### src/inc/hub_charging_polarity_config_regs.vh
// constants for the hub charging and line-polarity configuration bank
// assumes byte-wide register accesses from a configuration loader on clk
//
// How it works
// - bit 7 of charging config reads zero, writes are ignored.
// - divider select mirrors otp unless charge unlock bit is one.
// - one write may set charge unlock and divider select together.
// - polarity bit takes the strap pin level when reset releases; 1 is active high.
// - eeprom mode loads polarity from eeprom; smbus mode lets host overwrite.
// - automatic charging uses acp2 when select is 0, acp3 when 1.
// - bits 3:2 of charging config are plain read-back storage.
// - unconnected upstream: auto mode when disable is 0, else dcp only.
// - connected upstream gives cdp on every charging port regardless.
// - five swap bits mirror otp unless polarity unlock bit is one.
// - one write may set polarity unlock and swap bits, applied at once.
// - swap bits 4..1 steer downstream ports 4..1; one swaps dm and dp.
// - swap bit 0 steers the upstream port the same way.
// - polarity register bits 6:5 read zero, writes are ignored.
// - vdo value spans four byte offsets 0x0c to 0x0f.
// - vdo is write-only, reads return zero, loadable by eeprom or host.
// - charging config sits at 0x0a, resets zero except strap polarity bit and otp divider select.
`ifndef HUB_CHARGING_POLARITY_CONFIG_REGS_VH
`define HUB_CHARGING_POLARITY_CONFIG_REGS_VH

// byte offsets
`define CHG_CFG_OFFSET 8'h0a
`define LINE_POL_OFFSET 8'h0b
`define VDO_OFFSET_B0 8'h0c
`define VDO_OFFSET_B1 8'h0d
`define VDO_OFFSET_B2 8'h0e
`define VDO_OFFSET_B3 8'h0f

// charging config field positions
`define CHG_UNLOCK_BIT 6
`define CHG_POL_BIT 5
`define CHG_HICUR_BIT 4
`define CHG_SPARE_HI 3
`define CHG_SPARE_LO 2
`define CHG_AUTODIS_BIT 1

// polarity register field positions
`define POL_UNLOCK_BIT 7
`define POL_SWAP_HI 4
`define POL_SWAP_LO 0

// reset values
`define CHG_CFG_RESET 8'h00
`define LINE_POL_RESET 8'h00
`define VDO_RESET 32'h00001c45

// strap capture: cycles after release for the two-stage synchroniser to settle
`define STRAP_SETTLE_CYCLES 2'h2

// per-port charge mode encoding
`define MODE_OFF 2'h0
`define MODE_CDP 2'h1
`define MODE_DCP 2'h2
`define MODE_AUTO 2'h3

`endif

### src/rtl/line_swap_port.v
// one usb 2.0 port's dm/dp steering between core and pads
// assumes pad inputs are asynchronous and pad outputs are resolved outside
`timescale 1ns/10ps
module line_swap_port (
    input wire clk,
    input wire arst_n,
    input wire swap,
    input wire core_dp_out,
    input wire core_dm_out,
    input wire core_oe,
    input wire pad_dp_in,
    input wire pad_dm_in,
    output reg core_dp_in,
    output reg core_dm_in,
    output reg pad_dp_out,
    output reg pad_dm_out,
    output reg pad_oe
);

    reg dp_meta_q;
    reg dm_meta_q;
    reg dp_sync_q;
    reg dm_sync_q;

    // two-stage synchronisers on the pad levels, only stage two reads stage one
    always @(posedge clk or negedge arst_n) begin
        if (!arst_n) begin
            dp_meta_q <= 1'b0;
            dm_meta_q <= 1'b0;
            dp_sync_q <= 1'b0;
            dm_sync_q <= 1'b0;
        end else begin
            dp_meta_q <= pad_dp_in;
            dm_meta_q <= pad_dm_in;
            dp_sync_q <= dp_meta_q;
            dm_sync_q <= dm_meta_q;
        end
    end

    // both directions swap so attach and line-state logic see nominal wiring
    always @(posedge clk or negedge arst_n) begin
        if (!arst_n) begin
            core_dp_in <= 1'b0;
            core_dm_in <= 1'b0;
            pad_dp_out <= 1'b0;
            pad_dm_out <= 1'b0;
            pad_oe <= 1'b0;
        end else begin
            core_dp_in <= swap ? dm_sync_q : dp_sync_q;
            core_dm_in <= swap ? dp_sync_q : dm_sync_q;
            pad_dp_out <= swap ? core_dm_out : core_dp_out;
            pad_dm_out <= swap ? core_dp_out : core_dm_out;
            pad_oe <= core_oe;
        end
    end

endmodule

### src/rtl/hub_charging_polarity_config_regs.v
// charging configuration, line polarity and billboard vdo registers of the hub
// assumes the smbus slave or eeprom loader presents byte writes and reads on clk,
// otp values and port status are already in the clk domain
`timescale 1ns/10ps
`include "hub_charging_polarity_config_regs.vh"
module hub_charging_polarity_config_regs (
    input wire clk,
    input wire arst_n,
    // byte register port shared by the smbus host and the eeprom loader
    input wire reg_wr_en,
    input wire reg_rd_en,
    input wire [7:0] reg_addr,
    input wire [7:0] reg_wdata,
    input wire reg_wr_from_eeprom,
    output reg [7:0] reg_rdata,
    output reg reg_rd_valid,
    // configuration source: 1 = eeprom loading, 0 = smbus slave
    input wire eeprom_mode,
    // strap pin, asynchronous
    input wire power_polarity_strap_pin,
    // one-time-programmable defaults
    input wire otp_high_current_divider_select,
    input wire [4:0] otp_port_line_swap_bits,
    // charging context
    input wire upstream_connected,
    input wire [3:0] charge_port_enable,
    input wire [3:0] port_power_request,
    // charging results
    output reg [3:0] port_power_switch_output,
    output reg power_switch_polarity,
    output reg high_current_divider_select,
    output reg acp3_select,
    output reg auto_charge_mode_disable,
    output reg [7:0] port_charge_mode,
    output reg [3:0] spare_config_bits,
    // effective swap bits, bit 0 upstream
    output reg [4:0] port_line_swap_bits,
    output reg [31:0] billboard_alt_mode_vdo_value,
    // usb 2.0 core and pad side, bit 0 upstream, 1..4 downstream
    input wire [4:0] core_dp_out,
    input wire [4:0] core_dm_out,
    input wire [4:0] core_oe,
    input wire [4:0] pad_dp_in,
    input wire [4:0] pad_dm_in,
    output wire [4:0] core_dp_in,
    output wire [4:0] core_dm_in,
    output wire [4:0] pad_dp_out,
    output wire [4:0] pad_dm_out,
    output wire [4:0] pad_oe
);

    // stored fields
    reg charge_feature_write_unlock_q;
    reg charge_feature_write_unlock_d;
    reg pol_q;
    reg pol_d;
    reg hicur_q;
    reg hicur_d;
    reg [1:0] spare_q;
    reg [1:0] spare_d;
    reg autodis_q;
    reg autodis_d;
    reg polarity_write_unlock_q;
    reg polarity_write_unlock_d;
    reg [4:0] swap_q;
    reg [4:0] swap_d;
    reg [31:0] vdo_q;
    reg [31:0] vdo_d;

    // strap capture
    reg strap_meta_q;
    reg strap_sync_q;
    reg [1:0] strap_cnt_q;
    reg [1:0] strap_state_q;

    // strap capture states, one-hot
    localparam [1:0] strap_fill = 2'b01;
    localparam [1:0] strap_held = 2'b10;
    wire strap_done = (strap_state_q == strap_held);

    // reset images, so reset branches assign nothing but constants
    localparam [7:0] chg_reset_val = `CHG_CFG_RESET;
    localparam [7:0] pol_reset_val = `LINE_POL_RESET;

    // read mux ahead of the answer flop
    reg [7:0] rd_mux;

    // decode
    wire wr_chg = reg_wr_en && (reg_addr == `CHG_CFG_OFFSET);
    wire wr_pol = reg_wr_en && (reg_addr == `LINE_POL_OFFSET);
    wire wr_vdo0 = reg_wr_en && (reg_addr == `VDO_OFFSET_B0);
    wire wr_vdo1 = reg_wr_en && (reg_addr == `VDO_OFFSET_B1);
    wire wr_vdo2 = reg_wr_en && (reg_addr == `VDO_OFFSET_B2);
    wire wr_vdo3 = reg_wr_en && (reg_addr == `VDO_OFFSET_B3);

    // polarity bit source follows the configuration mode
    wire pol_wr_allowed = eeprom_mode ? reg_wr_from_eeprom : !reg_wr_from_eeprom;

    // effective values seen by reads and by the charging logic
    wire hicur_eff = charge_feature_write_unlock_q ? hicur_q
                                                   : otp_high_current_divider_select;
    wire [4:0] swap_eff = polarity_write_unlock_q ? swap_q
                                                  : otp_port_line_swap_bits;

    // the strap is a pin: two flops before anything looks at it
    always @(posedge clk or negedge arst_n) begin
        if (!arst_n) begin
            strap_meta_q <= 1'b0;
            strap_sync_q <= 1'b0;
        end else begin
            strap_meta_q <= power_polarity_strap_pin;
            strap_sync_q <= strap_meta_q;
        end
    end

    // wait for the synchroniser to fill before trusting the strap level
    always @(posedge clk or negedge arst_n) begin
        if (!arst_n) begin
            strap_cnt_q <= 2'h0;
            strap_state_q <= strap_fill;
        end else begin
            case (strap_state_q)
                strap_fill: begin
                    if (strap_cnt_q == `STRAP_SETTLE_CYCLES) begin
                        strap_state_q <= strap_held;
                    end else begin
                        strap_cnt_q <= strap_cnt_q + 2'h1;
                    end
                end
                strap_held: begin
                    strap_state_q <= strap_held;
                end
                default: begin
                    // a lost state recaptures rather than leaving the polarity unknown
                    strap_state_q <= strap_fill;
                end
            endcase
        end
    end

    // charging configuration next state, polarity bit kept apart
    always @* begin
        charge_feature_write_unlock_d = charge_feature_write_unlock_q;
        hicur_d = hicur_q;
        spare_d = spare_q;
        autodis_d = autodis_q;
        if (wr_chg) begin
            // bit 7 and bit 0 have no storage, so writes there vanish
            charge_feature_write_unlock_d = reg_wdata[`CHG_UNLOCK_BIT];
            // new unlock value gates the select in the very same write
            if (reg_wdata[`CHG_UNLOCK_BIT]) begin
                hicur_d = reg_wdata[`CHG_HICUR_BIT];
            end
            spare_d = reg_wdata[`CHG_SPARE_HI:`CHG_SPARE_LO];
            autodis_d = reg_wdata[`CHG_AUTODIS_BIT];
        end
    end

    // polarity bit: strap once after reset, later only writes the mode allows
    always @* begin
        pol_d = pol_q;
        if (!strap_done && (strap_cnt_q == `STRAP_SETTLE_CYCLES)) begin
            pol_d = strap_sync_q;
        end
        if (wr_chg && pol_wr_allowed && strap_done) begin
            pol_d = reg_wdata[`CHG_POL_BIT];
        end
    end

    // polarity register next state
    always @* begin
        polarity_write_unlock_d = polarity_write_unlock_q;
        swap_d = swap_q;
        if (wr_pol) begin
            polarity_write_unlock_d = reg_wdata[`POL_UNLOCK_BIT];
            // bits 6:5 are not stored
            if (reg_wdata[`POL_UNLOCK_BIT]) begin
                swap_d = reg_wdata[`POL_SWAP_HI:`POL_SWAP_LO];
            end
        end
    end

    // vdo bytes, little endian across the four offsets
    always @* begin
        vdo_d = vdo_q;
        if (wr_vdo0) begin
            vdo_d[7:0] = reg_wdata;
        end
        if (wr_vdo1) begin
            vdo_d[15:8] = reg_wdata;
        end
        if (wr_vdo2) begin
            vdo_d[23:16] = reg_wdata;
        end
        if (wr_vdo3) begin
            vdo_d[31:24] = reg_wdata;
        end
    end

    // register storage
    always @(posedge clk or negedge arst_n) begin
        if (!arst_n) begin
            charge_feature_write_unlock_q <= chg_reset_val[`CHG_UNLOCK_BIT];
            pol_q <= chg_reset_val[`CHG_POL_BIT];
            hicur_q <= chg_reset_val[`CHG_HICUR_BIT];
            spare_q <= chg_reset_val[`CHG_SPARE_HI:`CHG_SPARE_LO];
            autodis_q <= chg_reset_val[`CHG_AUTODIS_BIT];
            polarity_write_unlock_q <= pol_reset_val[`POL_UNLOCK_BIT];
            swap_q <= pol_reset_val[`POL_SWAP_HI:`POL_SWAP_LO];
            vdo_q <= `VDO_RESET;
        end else begin
            charge_feature_write_unlock_q <= charge_feature_write_unlock_d;
            pol_q <= pol_d;
            hicur_q <= hicur_d;
            spare_q <= spare_d;
            autodis_q <= autodis_d;
            polarity_write_unlock_q <= polarity_write_unlock_d;
            swap_q <= swap_d;
            vdo_q <= vdo_d;
        end
    end

    // read mux; vdo and unmapped offsets read zero
    always @* begin
        case (reg_addr)
            `CHG_CFG_OFFSET: begin
                rd_mux = {1'b0, charge_feature_write_unlock_q, pol_q, hicur_eff,
                          spare_q, autodis_q, 1'b0};
            end
            `LINE_POL_OFFSET: begin
                rd_mux = {polarity_write_unlock_q, 2'h0, swap_eff};
            end
            default: begin
                rd_mux = 8'h00;
            end
        endcase
    end

    // read answer one cycle after the request, zero when no answer stands
    always @(posedge clk or negedge arst_n) begin
        if (!arst_n) begin
            reg_rdata <= 8'h00;
            reg_rd_valid <= 1'b0;
        end else begin
            reg_rd_valid <= reg_rd_en;
            reg_rdata <= reg_rd_en ? rd_mux : 8'h00;
        end
    end

    // charging mode per downstream port, one slice per port
    wire [7:0] mode_d;
    genvar c;
    generate
        for (c = 0; c < 4; c = c + 1) begin : g_mode
            reg [1:0] mode_c;
            always @* begin
                if (!charge_port_enable[c]) begin
                    mode_c = `MODE_OFF;
                end else if (upstream_connected) begin
                    mode_c = `MODE_CDP;
                end else if (autodis_q) begin
                    mode_c = `MODE_DCP;
                end else begin
                    mode_c = `MODE_AUTO;
                end
            end
            assign mode_d[2*c +: 2] = mode_c;
        end
    endgenerate

    // power-switch enables; low polarity drives them inverted
    always @(posedge clk or negedge arst_n) begin
        if (!arst_n) begin
            port_power_switch_output <= 4'h0;
            power_switch_polarity <= 1'b0;
        end else begin
            port_power_switch_output <= pol_q ? port_power_request : ~port_power_request;
            power_switch_polarity <= pol_q;
        end
    end

    // divider select; acp3 only matters while a port is in automatic mode
    always @(posedge clk or negedge arst_n) begin
        if (!arst_n) begin
            high_current_divider_select <= 1'b0;
            acp3_select <= 1'b0;
        end else begin
            high_current_divider_select <= hicur_eff;
            acp3_select <= hicur_eff;
        end
    end

    // charge mode per port and the disable bit behind it
    always @(posedge clk or negedge arst_n) begin
        if (!arst_n) begin
            auto_charge_mode_disable <= 1'b0;
            port_charge_mode <= 8'h00;
        end else begin
            auto_charge_mode_disable <= autodis_q;
            port_charge_mode <= mode_d;
        end
    end

    // spare bits mirror; the upper two have no storage behind them
    always @(posedge clk or negedge arst_n) begin
        if (!arst_n) begin
            spare_config_bits <= 4'h0;
        end else begin
            spare_config_bits <= {2'h0, spare_q};
        end
    end

    // effective swap bits and the vdo value handed to the billboard side
    always @(posedge clk or negedge arst_n) begin
        if (!arst_n) begin
            port_line_swap_bits <= 5'h00;
            billboard_alt_mode_vdo_value <= `VDO_RESET;
        end else begin
            port_line_swap_bits <= swap_eff;
            billboard_alt_mode_vdo_value <= vdo_q;
        end
    end

    // one steering slice per port, bit 0 upstream
    genvar p;
    generate
        for (p = 0; p < 5; p = p + 1) begin : g_port
            line_swap_port u_swap (
                .clk(clk),
                .arst_n(arst_n),
                .swap(swap_eff[p]),
                .core_dp_out(core_dp_out[p]),
                .core_dm_out(core_dm_out[p]),
                .core_oe(core_oe[p]),
                .pad_dp_in(pad_dp_in[p]),
                .pad_dm_in(pad_dm_in[p]),
                .core_dp_in(core_dp_in[p]),
                .core_dm_in(core_dm_in[p]),
                .pad_dp_out(pad_dp_out[p]),
                .pad_dm_out(pad_dm_out[p]),
                .pad_oe(pad_oe[p])
            );
        end
    endgenerate

endmodule

### config.mk
export PLATFORM = sky130hd
export DESIGN_NAME = hub_charging_polarity_config_regs
export DESIGN_NICKNAME = d
export VERILOG_FILES = /design/src/rtl/line_swap_port.v /design/src/rtl/hub_charging_polarity_config_regs.v
export VERILOG_INCLUDE_DIRS = /design/src /design/src/inc
export SDC_FILE = /design/constraint.sdc
export NUM_CORES = 1
export LEC_CHECK = 0
export BUFFER_PORTS_ARGS = -buffer_cell sky130_fd_sc_hd__buf_4
export CORE_AREA = 2 2 107 109
export DETAILED_ROUTE_END_ITERATION = 10
export DIE_AREA = 0 0 109 111
export PLACE_DENSITY_LB_ADDON = 0.05
export SLEW_MARGIN = 20
export SYNTH_ARGS = -nofsm -noshare
export SYNTH_HDL_FRONTEND = slang
export SYNTH_SLANG_ARGS = --single-unit
### constraint.sdc
create_clock -name clk -period 2.07 [get_ports clk]
set_input_delay 0.414 -clock clk [delete_from_list [all_inputs] [get_ports clk]]
set_output_delay 0.414 -clock clk [all_outputs]
set_load 0.005 [all_outputs]
==> results.md, run 1 <==
- Post-synth top area share: 0.665
- Slowest-stage cell, CP: dfrtp_1
- Final Skew: 0.00591 ns
- CP required: 2.35 ns
- Setup Crit Path Kind: flop to flop
- Top cells by area, synth: dfrtp_1 (67%), mux2_2 (8.3%), dfstp_2 (6.3%)
- Number of flops mapped to enable cells by yosys: 0
- Detail Placement HPWL: 7.60 mm
- RSZ-0062 raised after global routing: no
- Final slew viol count: 0
- Largest net degree at the start of global routing: 46
- Main flop type after synthesis: dfrtp_1
- Total GRT Usage: 0.193
- DRT antenna net count: 0
- Crit path largest cell delay: 0.58 ns
- Post-DR vias/cell: 4.70
- Clock Latency Late Sink: 0.40 ns
- Placeable Area: 11100 sq um
- Initial Util: 0.492
- Mux contribution to synthesized area: 0.114
- Max clock buf depth: 2
- Yosys top cell by area: dfrtp_1
- Slew Limit Headroom: 0.666
- Worst r2r src: polarity_write_unlock_q$_DFFE_PN0P_
- CTS tree: yes
- R2r setup slk: 0.45 ns
- Placed cell areas: 6650 sq um
- Critical Path AT: 1.91 ns
- Initial antenna violation count: 0
- CP Capture Point: reg_rdata[2]$_DFF_PN0_
- Grt total ovfl: 0
- Routed length per instance: 15.8 um
- Cell Rows: 39
- Fraction of the mapped netlist area in simple logic gates: 0.0796
- Peak supply drop: 0.464 mV
- Area share of fa/ha/maj cells after synthesis: 0.00688
- Share of cells above drive strength 1: 0.501
- Drt initial violations: 108
- Total negative slack: 0 ns
- Post-CTS Setup Bufs: 0
- Top Ports: 154
- Most numerous cell in the Yosys netlist: dfrtp_1
- CTS H-tree depth: 4
- Minimum clock period after layout: 1.62 ns
- Leak: 3.77 nW
- CP Max Fanout: 7
- Fin crit share: 0.784
- Post-synthesis compound-gate area fraction: 0.0115
- Nets: 576
- YS warnings: 0
- Max cap viols: 0
- Pre-antenna DRT Iters: 4
- Hold Buf Count CTS: 1
- Setup crit start: polarity_write_unlock_q$_DFFE_PN0P_
- Pre-CTS setup slack: 0.0752 ns
- Crit-path cells: mux2i_1 > inv_1 > a22oi_1 > nor2_1
- Syn_area_per_cell: 15.2 sq um
- Number of fill cells: 834
- Clk slew on worst S/H paths: 0.06 ns
- Post_cts resized: 0
- Setup violators final: 0
- Tot Pwr: 0.00691 W
- Vias after detailed routing: 3131
- XOR/XNOR Fraction of Synth Area: 0.00964
- Seq/Total Area, Yosys: 0.728
- Reg2reg path depth: 4
- Setup crit end kind: flop
- DRC violation count after routing: 0
- Worst-Margin Slew: 0.488 ns
- Power density over cell area: 951 nW/um^2
- Outcome: finished clean
- DIE HEIGHT: 111 um
- Die X: 109 um
- Post-route cell area: 7270 sq um
- Vias in the first global route: 3423
- Hold WC Path Type: input port to flop
- Async SR Flop Fraction: 1.00
- Max Clk Rate: 616 MHz
- Fin. Hold Viols: 0
- Largest family of logic cells by synthesized area: multiplexers
- Die footprint: 12100 sq um
- Critical Path Source Type: flop
- Antenna cells: 0
- WHS: 0.113 ns
- Port bufs: 151
- Number of synthesized register bits: 158
- Synth cell count leaders: dfrtp_1 (145), nand2_1 (53), mux2_2 (40), buf_4 (28), dfstp_2 (13)
- Post-Syn Area: 5450 sq um
- RD Place Congestion: 0.733
- Clk sink count: 158
- Mapped Cells: 359
- CTS root buffer: clkbuf_16
- Reg-to-reg critical path endpoint: reg_rdata[2]$_DFF_PN0_
- Layout Area Growth over Synthesis: 33.3%
- WL final: 10.5 mm
- First-pass GRT wire length: 17.4 mm
- Setup ws final: 0.447 ns
- CTS Buf Count: 17
- Count of unique library cells instantiated by Yosys: 32
critical path: cells and delay by family, from the launching register on:
| kind | cells | cell delay (ns) |
|---|---|---|
| AOI/OAI and AO/OA | 1 | 0.21 |
| and+or+nand+nor | 1 | 0.06 |
| buffers and inverters | 1 | 0.20 |
| muxes | 1 | 0.45 |
| DFF | 1 | 0.58 |
metrics by stage:
stage                     utilization  cells
after floorplan                     -    360
after global placement          0.600    633
after detailed placement        0.600    633
after CTS                       0.656    666
after global routing            0.656    666
final                           0.656    666
per-layer routing:
layer,wire length (um),GRT usage,share of wire,up-vias
met5,0,0,0,-
met4,95,0.0744,0.0090,0
met3,552,0.0517,0.052,6
met2,5440,0.316,0.52,95
met1,4430,0.244,0.42,1590
li1,-,-,-,1440
how the worst min path moves through the flow:
stage                                      endpoint  depth (start not counted)  slack (ns)                            startpoint
6_report       g_port[0].u_swap.dp_meta_q$_DFF_PN0_                          1        0.11                          pad_dp_in[0]
2_1_floorplan                 acp3_select$_DFF_PN0_                          0        0.12                                arst_n
3_3_place_gp   g_port[2].u_swap.dm_sync_q$_DFF_PN0_                          0        0.33  g_port[2].u_swap.dm_meta_q$_DFF_PN0_
3_5_place_dp   g_port[3].u_swap.dp_sync_q$_DFF_PN0_                          0        0.33  g_port[3].u_swap.dp_meta_q$_DFF_PN0_
5_1_grt        g_port[0].u_swap.dp_meta_q$_DFF_PN0_                          1        0.09                          pad_dp_in[0]
4_1_cts        g_port[2].u_swap.dp_meta_q$_DFF_PN0_                          1        0.09                          pad_dp_in[2]
kinds of logic after synthesis:
| logic type | count (synthesis) |
|---|---|
| flip-flops | 158 |
| adder cells (fa/ha/maj) | 3 |
| XOR/XNOR | 6 |
| buffers and inverters | 42 |
| other | 1 |
| multiplexers | 53 |
| AND/OR/NAND/NOR | 87 |
| AO/OA/AOI/OAI | 9 |
cells in the final DEF, fill, tap and decap left out, types with 5 or more instances in the layout:
master,synthesis,final
clkbuf_16,0,17
nor2_1,5,5
mux2_4,8,8
mux2i_1,5,5
dfstp_2,13,13
xnor2_1,6,6
dfrtp_1,145,145
mux2_2,40,40
nand2_1,53,53
buf_4,28,160
nor2b_1,5,5
and3_1,6,6
clkinv_4,0,5
inv_1,9,9
state kept, by name, indices dropped and copies added (netlist names), 4 cells and up:
| register | flops |
|---|---|
| g_port.u_swap.core_dp_in | 5 |
| g_port.u_swap.dp_meta_q | 5 |
| g_port.u_swap.pad_oe | 5 |
| port_line_swap_bits | 5 |
| reg_rdata | 8 |
| swap_q | 5 |
| port_power_switch_output | 4 |
| port_charge_mode | 8 |
| g_port.u_swap.dp_sync_q | 5 |
| g_port.u_swap.pad_dm_out | 5 |
| g_port.u_swap.core_dm_in | 5 |
| g_port.u_swap.dm_sync_q | 5 |
| g_port.u_swap.pad_dp_out | 5 |
| billboard_alt_mode_vdo_value | 32 |
| g_port.u_swap.dm_meta_q | 5 |
| vdo_q | 32 |
final cells by class:
cell class / count / area (sq um) / share of cell area
sequential: 158 / 3970 / 0.546
timing repair buffer: 164 / 1260 / 0.174
multi-input combinational: 160 / 1210 / 0.167
clock buffer: 19 / 443 / 0.0609
tap: 143 / 179 / 0.0246
clock inverter: 13 / 166 / 0.0229
inverter: 9 / 33.8 / 0.00465
power breakdown:
part / total [W] / internal [W] / leakage, nW / switching [W]
Sequential: 0.00331 / 0.00325 / 1.99 / 0.0000631
Combinational: 0.000479 / 0.000271 / 1.49 / 0.000208
Clock: 0.00312 / 0.00193 / 0.289 / 0.00119
No activity file was read; power rests on OpenSTA's default activity.
==> run 2, diff against run 1 <==
--- a/config.mk
+++ b/config.mk
@@ -6,6 +6,7 @@
 export SDC_FILE = /design/constraint.sdc
 export NUM_CORES = 1
 export LEC_CHECK = 0
+export ABC_AREA = 1
 export BUFFER_PORTS_ARGS = -buffer_cell sky130_fd_sc_hd__buf_4
 export CORE_AREA = 2 2 107 109
 export DETAILED_ROUTE_END_ITERATION = 10
==> constraint.sdc (replaced) <==
create_clock -name clk -period 1.7 [get_ports clk]
set_input_delay 0.34 -clock clk [delete_from_list [all_inputs] [get_ports clk]]
set_output_delay 0.34 -clock clk [all_outputs]
set_load 0.005 [all_outputs]
==> results.md, run 2 <==
- Final slew viol count: 0 (unchanged)
- Reg2reg path depth: 6 (+2)
- Clk pwr share: 0.423 (-0.029)
- Total negative slack: 0 ns (unchanged)
- Share of cells above drive strength 1: 0.342 (-0.159)
- CTS tree: yes
- Routed length per instance: 13.7 um (-13%)
- Synth cell count leaders: dfrtp_1 (145), nand2_1 (119), nand3_1 (32), buf_4 (29), inv_1 (28)
- WL final: 10.5 mm (+0.15%)
- Final core area utilization: 0.649 (-0.00723)
- Max clock buf depth: 2 (unchanged)
- Post-route cell area: 7190 sq um (-1.1%)
- Critical Path AT: 1.02 ns (-0.89 ns)
- Flop pwr share: 0.504 (+0.025)
- DRC violation count after routing: 0 (unchanged)
- YS warnings: 0 (unchanged)
- Fin crit share: 0.801
- CTS H-tree depth: 4 (unchanged)
- Fin. Hold Viols: 0 (unchanged)
- CP Capture Point: billboard_alt_mode_vdo_value[12]
- Die X: 109 um (unchanged)
- Max Clk Rate: 734 MHz
- Slowest-stage cell, CP: dfstp_2
- Clk slew on worst S/H paths: 0.06 ns (about the same)
- Post-CTS Setup Bufs: 0 (unchanged)
- Initial antenna violation count: 0 (unchanged)
- Bufs and invs on worst path: 1 (unchanged)
- Post-DR vias/cell: 4.64 (-1.3%)
- Pre-antenna DRT Iters: 4 (unchanged)
- Nets: 678 (+18%)
- Largest net degree at the start of global routing: 46 (unchanged)
- Largest delay contributor family on the critical path: flip-flops
- Post-Syn Area: 5490 sq um (+0.67%)
- Detail Placement HPWL: 7.56 mm (-0.57%)
- DRT antenna net count: 0 (unchanged)
- Max cap viols: 0 (unchanged)
- Setup crit end kind: primary output
- Vias after detailed routing: 3565 (+14%)
- Vias in the first global route: 3593 (+5.0%)
- Total GRT Usage: 0.192 (-0.000622)
- Cell Rows: 39 (unchanged)
- Seq/Total Area, Yosys: 0.723 (-0.00481)
- Reg-to-reg critical path endpoint: g_port[0].u_swap.pad_dm_out$_DFF_PN0_
- RSZ-0062 raised after global routing: no
- Number of fill cells: 895 (+7.3%)
- Setup violators final: 0 (unchanged)
- Switching Share: 0.221 (+0.00984)
- Power density over cell area: 1110 nW/um^2 (+17%)
- Regs by FF count: billboard_alt_mode_vdo_value (32), vdo_q (32)
- Int Pwr: 0.00624 W (+14%)
- Most common cell after layout, fill and taps aside: buf_4
- RD Place Congestion: 0.787 (+7.4%)
- CP required: 1.36 ns (-0.99 ns)
- Crit-path cells: buf_4
- Post-synth top area share: 0.661 (-0.00440)
- Initial Util: 0.496 (+0.00328)
- Clk sink count: 158 (unchanged)
- Top cells by area, synth: dfrtp_1 (66%), nand2_1 (8.1%), dfstp_2 (6.2%)
- Setup Crit Path Kind: flop to primary output
- Port bufs: 151 (unchanged)
- Most numerous cell in the Yosys netlist: dfrtp_1
- Most frequent cells in the layout: buf_4 (155), dfrtp_1 (145), nand2_1 (119)
- Syn_area_per_cell: 11.7 sq um (-23%)
- Crit path largest cell delay: 0.52 ns (-0.06 ns)
- CTS Buf Count: 17 (unchanged)
- Layout Area Growth over Synthesis: 30.9%
- Placed cell areas: 6640 sq um (-0.19%)
- Mapped Cells: 471 (+31%)
- Number of cells on the critical path: 1 (-3)
- Critical Path Source Type: flop
- WHS: 0.0364 ns (-0.0762 ns)
- Number of flops mapped to enable cells by yosys: 0 (unchanged)
- Placeable Area: 11100 sq um (unchanged)
- Minimum clock period after layout: 1.36 ns
- Grt total ovfl: 0 (unchanged)
- Top Ports: 154 (unchanged)
- Antenna cells: 0 (unchanged)
- First-pass GRT wire length: 17.6 mm (+1.5%)
- Count of unique library cells instantiated by Yosys: 27 (-16%)
- Die footprint: 12100 sq um (unchanged)
- Yosys top cell by area: dfrtp_1
- Tot Pwr: 0.00800 W (+16%)
- Outcome: finished clean
- DIE HEIGHT: 111 um (unchanged)
- Peak supply drop: 0.628 mV (+35%)
- R2r setup slk: 0.40 ns (-0.05 ns)
- Drt initial violations: 193 (+79%)
- Async SR Flop Fraction: 1.00 (unchanged)
- Leak: 3.77 nW (+0.19%)
- Comb pwr share: 0.073 (+0.004)
- Setup crit start: billboard_alt_mode_vdo_value[12]$_DFF_PN1_
- Worst r2r src: polarity_write_unlock_q$_DFFE_PN0P_
- CTS root buffer: clkbuf_16
- P_sw: 0.00177 W (+21%)
- Main flop type after synthesis: dfrtp_1
- Hold WC Path Type: input port to flop
- Final Skew: 0.00805 ns (+0.00213 ns)
- CP Max Fanout: 1 (-6)
- Number of synthesized register bits: 158 (unchanged)
- Clock Latency Late Sink: 0.41 ns (about the same)
run 2: cell types whose count changed in the layout (fill, tap and decap cells not counted), sizes merged, moves of 22 or more:
| cell | previous run | this run |
|---|---|---|
| inv | 9 | 31 |
| mux2 | 48 | 0 |
| nand2 | 53 | 122 |
| nand3 | 3 | 32 |
| nor2 | 5 | 28 |
| o21ai | 3 | 31 |
run 2: metal layers:
metal	up-vias	part of all wire	GRT usage
met5	-	0	0
met4	0	0.013	0.0735
met1	1694	0.45	0.267
li1	1744	-	-
met2	113	0.47	0.287
met3	14	0.068	0.0558
run 2: worst register-to-register path: cells and delay by family (launching register included):
kind / cells / cell delay (ns)
DFF: 1 / 0.47
buffers and inverters: 2 / 0.21
and+or+nand+nor: 2 / 0.32
AOI/OAI and AO/OA: 2 / 0.20
run 2: cells by family after synthesis:
logic type / count (synthesis) / share of synthesized area
compound gates: 44 / 0.0426
xor+xnor: 5 / 0.00798
fa+ha+maj: 3 / 0.00684
buf+inv: 70 / 0.0704
flops: 158 / 0.723
other cells: 1 / 0.000683
simple gates: 190 / 0.148
run 2: area by class of cell:
cell class	instances	area, sq um	area share
Sequential cell	158	3970	0.552
Clock buffer	23	478	0.0665
Multi-Input combinational cell	244	1140	0.158
Inverter	31	116	0.0162
Clock inverter	9	63.8	0.00888
Tap cell	143	179	0.0249
Timing Repair Buffer	160	1240	0.173
run 2: power groups by stage:
| stage | Sequential, W | Combinational (W) | Clock (W) |
|---|---|---|---|
| final | 0.00403 | 0.000588 | 0.00338 |
| after global routing | 0.00405 | 0.000661 | 0.00364 |
| after CTS | 0.00404 | 0.000602 | 0.00349 |
| after detailed placement | 0.00410 | 0.000599 | 0 |
| after global placement | 0.00410 | 0.000586 | 0 |
| after floorplan | 0.00409 | 0.000223 | 0 |
run 2: through the flow:
step | cells | setup WS, ns
2_1_floorplan | 472 | 0.487
3_3_place_gp | 735 | 0.167
3_5_place_dp | 735 | 0.111
4_1_cts | 768 | 0.307
5_1_grt | 768 | 0.295
6_report | 768 | 0.338
run 2: what timing repair did:
action / 4_1_cts / 5_1_grt
hold buffers: 1 / 0
hold endpoints to repair: 40 / 0
resized for setup: 0 / 0
run 2: how the worst min path moves through the flow:
stage	endpoint	startpoint	slack, ns	cells past startpoint
floorplan	acp3_select$_DFF_PN0_	arst_n	0.04	0
global placement	g_port[4].u_swap.pad_oe$_DFF_PN0_	arst_n	0.29	1
detailed placement	g_port[1].u_swap.pad_oe$_DFF_PN0_	arst_n	0.29	1
CTS	g_port[4].u_swap.dm_meta_q$_DFF_PN0_	pad_dm_in[4]	0.01	1
global route	g_port[4].u_swap.dm_meta_q$_DFF_PN0_	pad_dm_in[4]	0.01	1
finish	g_port[4].u_swap.dm_meta_q$_DFF_PN0_	pad_dm_in[4]	0.04	1
==> run 3, diff against run 2 <==
--- a/config.mk
+++ b/config.mk
@@ -8,9 +8,9 @@
 export LEC_CHECK = 0
 export ABC_AREA = 1
 export BUFFER_PORTS_ARGS = -buffer_cell sky130_fd_sc_hd__buf_4
-export CORE_AREA = 2 2 107 109
+export CORE_AREA = 2 2 113 115
 export DETAILED_ROUTE_END_ITERATION = 10
-export DIE_AREA = 0 0 109 111
+export DIE_AREA = 0 0 115 117
 export PLACE_DENSITY_LB_ADDON = 0.05
 export SLEW_MARGIN = 20
 export SYNTH_ARGS = -nofsm -noshare
==> constraint.sdc (replaced) <==
create_clock -name clk -period 1.1 [get_ports clk]
set_input_delay 0.22 -clock clk [delete_from_list [all_inputs] [get_ports clk]]
set_output_delay 0.22 -clock clk [all_outputs]
set_load 0.005 [all_outputs]
==> results.md, run 3 (synthesis gave the netlist of run 2 again) <==
- Outcome: finished, violations left
- Violated checks: negative setup slack
- Critical Path Source Type: flop
- Antenna cells: 0 (unchanged)
- Most common cell after layout, fill and taps aside: dfrtp_1
- Max Clk Rate: 802 MHz
- Minimum clock period after layout: 1.25 ns
- Slowest-stage cell, CP: dfstp_2
- Power density over cell area: 1700 nW/um^2 (+53%)
- Most frequent cells in the layout: dfrtp_1 (145), nand2_1 (110), buf_6 (91)
- Total GRT Usage: 0.180 (-0.0117)
- Post-DR vias/cell: 4.62 (-0.47%)
- Placeable Area: 12300 sq um (+11%)
- Die X: 115 um (+5.5%)
- Int Pwr: 0.0110 W (+77%)
- Pre-CTS setup slack: -0.232 ns (-0.343 ns)
- Crit path largest cell delay: 0.53 ns (about the same)
- WL final: 11.5 mm (+9.0%)
- Largest net degree at the start of global routing: 44 (-4.3%)
- Nets: 719 (+6.0%)
- Hold WC Path Type: input port to flop
- CTS Buf Count: 17 (unchanged)
- Max layer used: met4
- Flop pwr share: 0.454 (-0.050)
- Fin crit share: 1.13
- Comb pwr share: 0.083 (+0.010)
- Final cell count without fillers: 816 (+6.3%)
- Clock Latency Late Sink: 0.42 ns (about the same)
- R2r setup slk: -0.03 ns (-0.43 ns)
- Endpoint, Worst Hold: port_charge_mode[3]$_DFF_PN0_
- Port bufs: 151 (unchanged)
- Post-route cell area: 8120 sq um (+13%)
- DRT antenna net count: 0 (unchanged)
- Share of cells above drive strength 1: 0.375 (+0.0330)
- First-pass GRT wire length: 18.3 mm (+4.0%)
- RD Place Congestion: 0.769 (-2.3%)
- Initial Util: 0.446 (-0.0497)
- M1 WL: 5.11 mm (+8.8%)
- Max clock buf depth: 2 (unchanged)
- Reg-to-reg critical path endpoint: g_port[0].u_swap.core_dm_in$_DFF_PN0_
- RSZ-0062 raised after global routing: yes
- Bufs and invs on worst path: 1 (unchanged)
- Drt initial violations: 206 (+6.7%)
- Routed length per instance: 14.1 um (+2.6%)
- Final Skew: 0.0106 ns (+0.00254 ns)
- Hold path depth: 3 (+2)
- Initial antenna violation count: 0 (unchanged)
- Crit-path cells: buf_6
- Leak: 4.15 nW (+9.9%)
- Met2 WL: 5.52 mm (+11%)
- Critical Path AT: 1.03 ns (about the same)
- WL met3: 697 um (-2.8%)
- Peak supply drop: 0.739 mV (+18%)
- Max cap viols: 0 (unchanged)
- CTS root buffer: clkbuf_16
- Switching Share: 0.200 (-0.0208)
- Top Ports: 154 (unchanged)
- Die footprint: 13500 sq um (+11%)
- Setup violators final: 92 (+92)
- Hold Startpoint: charge_port_enable[1]
- Worst r2r src: polarity_write_unlock_q$_DFFE_PN0P_
- Detail Placement HPWL: 7.85 mm (+3.9%)
- P_sw: 0.00276 W (+56%)
- Fin. Hold Viols: 0 (unchanged)
- Regs by FF count: billboard_alt_mode_vdo_value (32), vdo_q (32)
- CP Max Fanout: 1 (unchanged)
- Pre-antenna DRT Iters: 4 (unchanged)
- Placed cell areas: 6790 sq um (+2.2%)
- CTS H-tree depth: 4 (unchanged)
- Setup crit end kind: primary output
- Vias after detailed routing: 3770 (+5.8%)
- Setup Crit Path Kind: flop to primary output
- Grt total ovfl: 0 (unchanged)
- Clk slew on worst S/H paths: 0.06 ns (about the same)
- Clk sink count: 158 (unchanged)
- DIE HEIGHT: 117 um (+5.4%)
- Layout Area Growth over Synthesis: 47.8%
- Vias in the first global route: 3680 (+2.4%)
- DRC violation count after routing: 0 (unchanged)
- CTS tree: yes
- Largest delay contributor family on the critical path: flip-flops
- Setup ws final: -0.147 ns (-0.485 ns)
- Final core area utilization: 0.659 (+0.0102)
- Final slew viol count: 0 (unchanged)
- Post-placement cell count: 759 (+3.3%)
- CP required: 0.88 ns (-0.48 ns)
- Cell Rows: 41 (+5.1%)
- Clk pwr share: 0.463 (+0.040)
- Reg2reg path depth: 5 (-1)
==> run 3: cell count changes in the layout (fill, tap and decap cells not counted), moves of 3 or more <==
cell           change
clkinvlp_4         -6
o21ai_0            -4
buf_6             +90
buf_4             -73
nand2_1            -9
nand2_4            +5
nand2_2            +5
dlygate4sd3_1     +22
bufinv_16          +5
nor2_1             -3
o21ai_1            +3
==> run 3: worst max path at each step <==
| stage | from | to | slack, ns | cells past startpoint |
|---|---|---|---|---|
| 2_1_floorplan | polarity_write_unlock_q$_DFFE_PN0P_ | g_port[0].u_swap.pad_dm_out$_DFF_PN0_ | -0.04 | 6 |
| 3_3_place_gp | reg_addr[5] | swap_q[0]$_DFFE_PN0P_ | -0.21 | 8 |
| 3_5_place_dp | reg_addr[5] | swap_q[2]$_DFFE_PN0P_ | -0.23 | 8 |
| 4_1_cts | billboard_alt_mode_vdo_value[11]$_DFF_PN1_ | billboard_alt_mode_vdo_value[11] | -0.18 | 1 |
| 5_1_grt | billboard_alt_mode_vdo_value[12]$_DFF_PN1_ | billboard_alt_mode_vdo_value[12] | -0.18 | 1 |
| 6_report | billboard_alt_mode_vdo_value[11]$_DFF_PN1_ | billboard_alt_mode_vdo_value[11] | -0.15 | 1 |
==> run 3: per-stage QoR <==
stage | setup TNS (ns) | power, W | hold WS (ns)
finish | -3.14 | 0.0138 | 0.0183
global route | -6.07 | 0.0144 | 0.0173
CTS | -4.77 | 0.0140 | 0.00665
detailed placement | -9.45 | 0.00730 | 0.110
global placement | -8.23 | 0.00728 | 0.113
floorplan | -0.106 | 0.00666 | -0.0756
==> run 3: what timing repair did <==
action	4_1_cts	5_1_grt
pin swaps	3	5
gates cloned	0	1
hold buffers	23	0
endpoints found under the setup margin	115	112
buffers inserted	1	0
hold endpoints to repair	151	0
resized for setup	105	16
==> run 3: metal layers <==
| layer | global-route usage | up-vias |
|---|---|---|
| met5 | 0 | - |
| met4 | 0.0731 | 0 |
| met3 | 0.0536 | 15 |
| met2 | 0.276 | 122 |
| met1 | 0.244 | 1806 |
| li1 | - | 1827 |
==> run 3: power groups by stage <==
stage	Clock (W)	Combinational (W)	Sequential [W]
floorplan	0	0.000345	0.00632
global placement	0	0.000943	0.00633
finish	0.00640	0.00114	0.00627
global route	0.00681	0.00127	0.00630
CTS	0.00653	0.00114	0.00627
detailed placement	0	0.000963	0.00633
==> run 3: final cells by class <==
cell class                 count  area (sq um)
clock inverter                 6           155
timing repair buffer         200          1950
multi-input combinational    245          1240
clock buffer                  26           499
tap                          150           188
fill                         944          4200
inverter                      31           116
sequential                   158          3970
==> run 3: tightest hold or removal path: stages <==
cell and delay, ns:
buf_4 0.08, inv_1 0.04, nor2_1 0.07
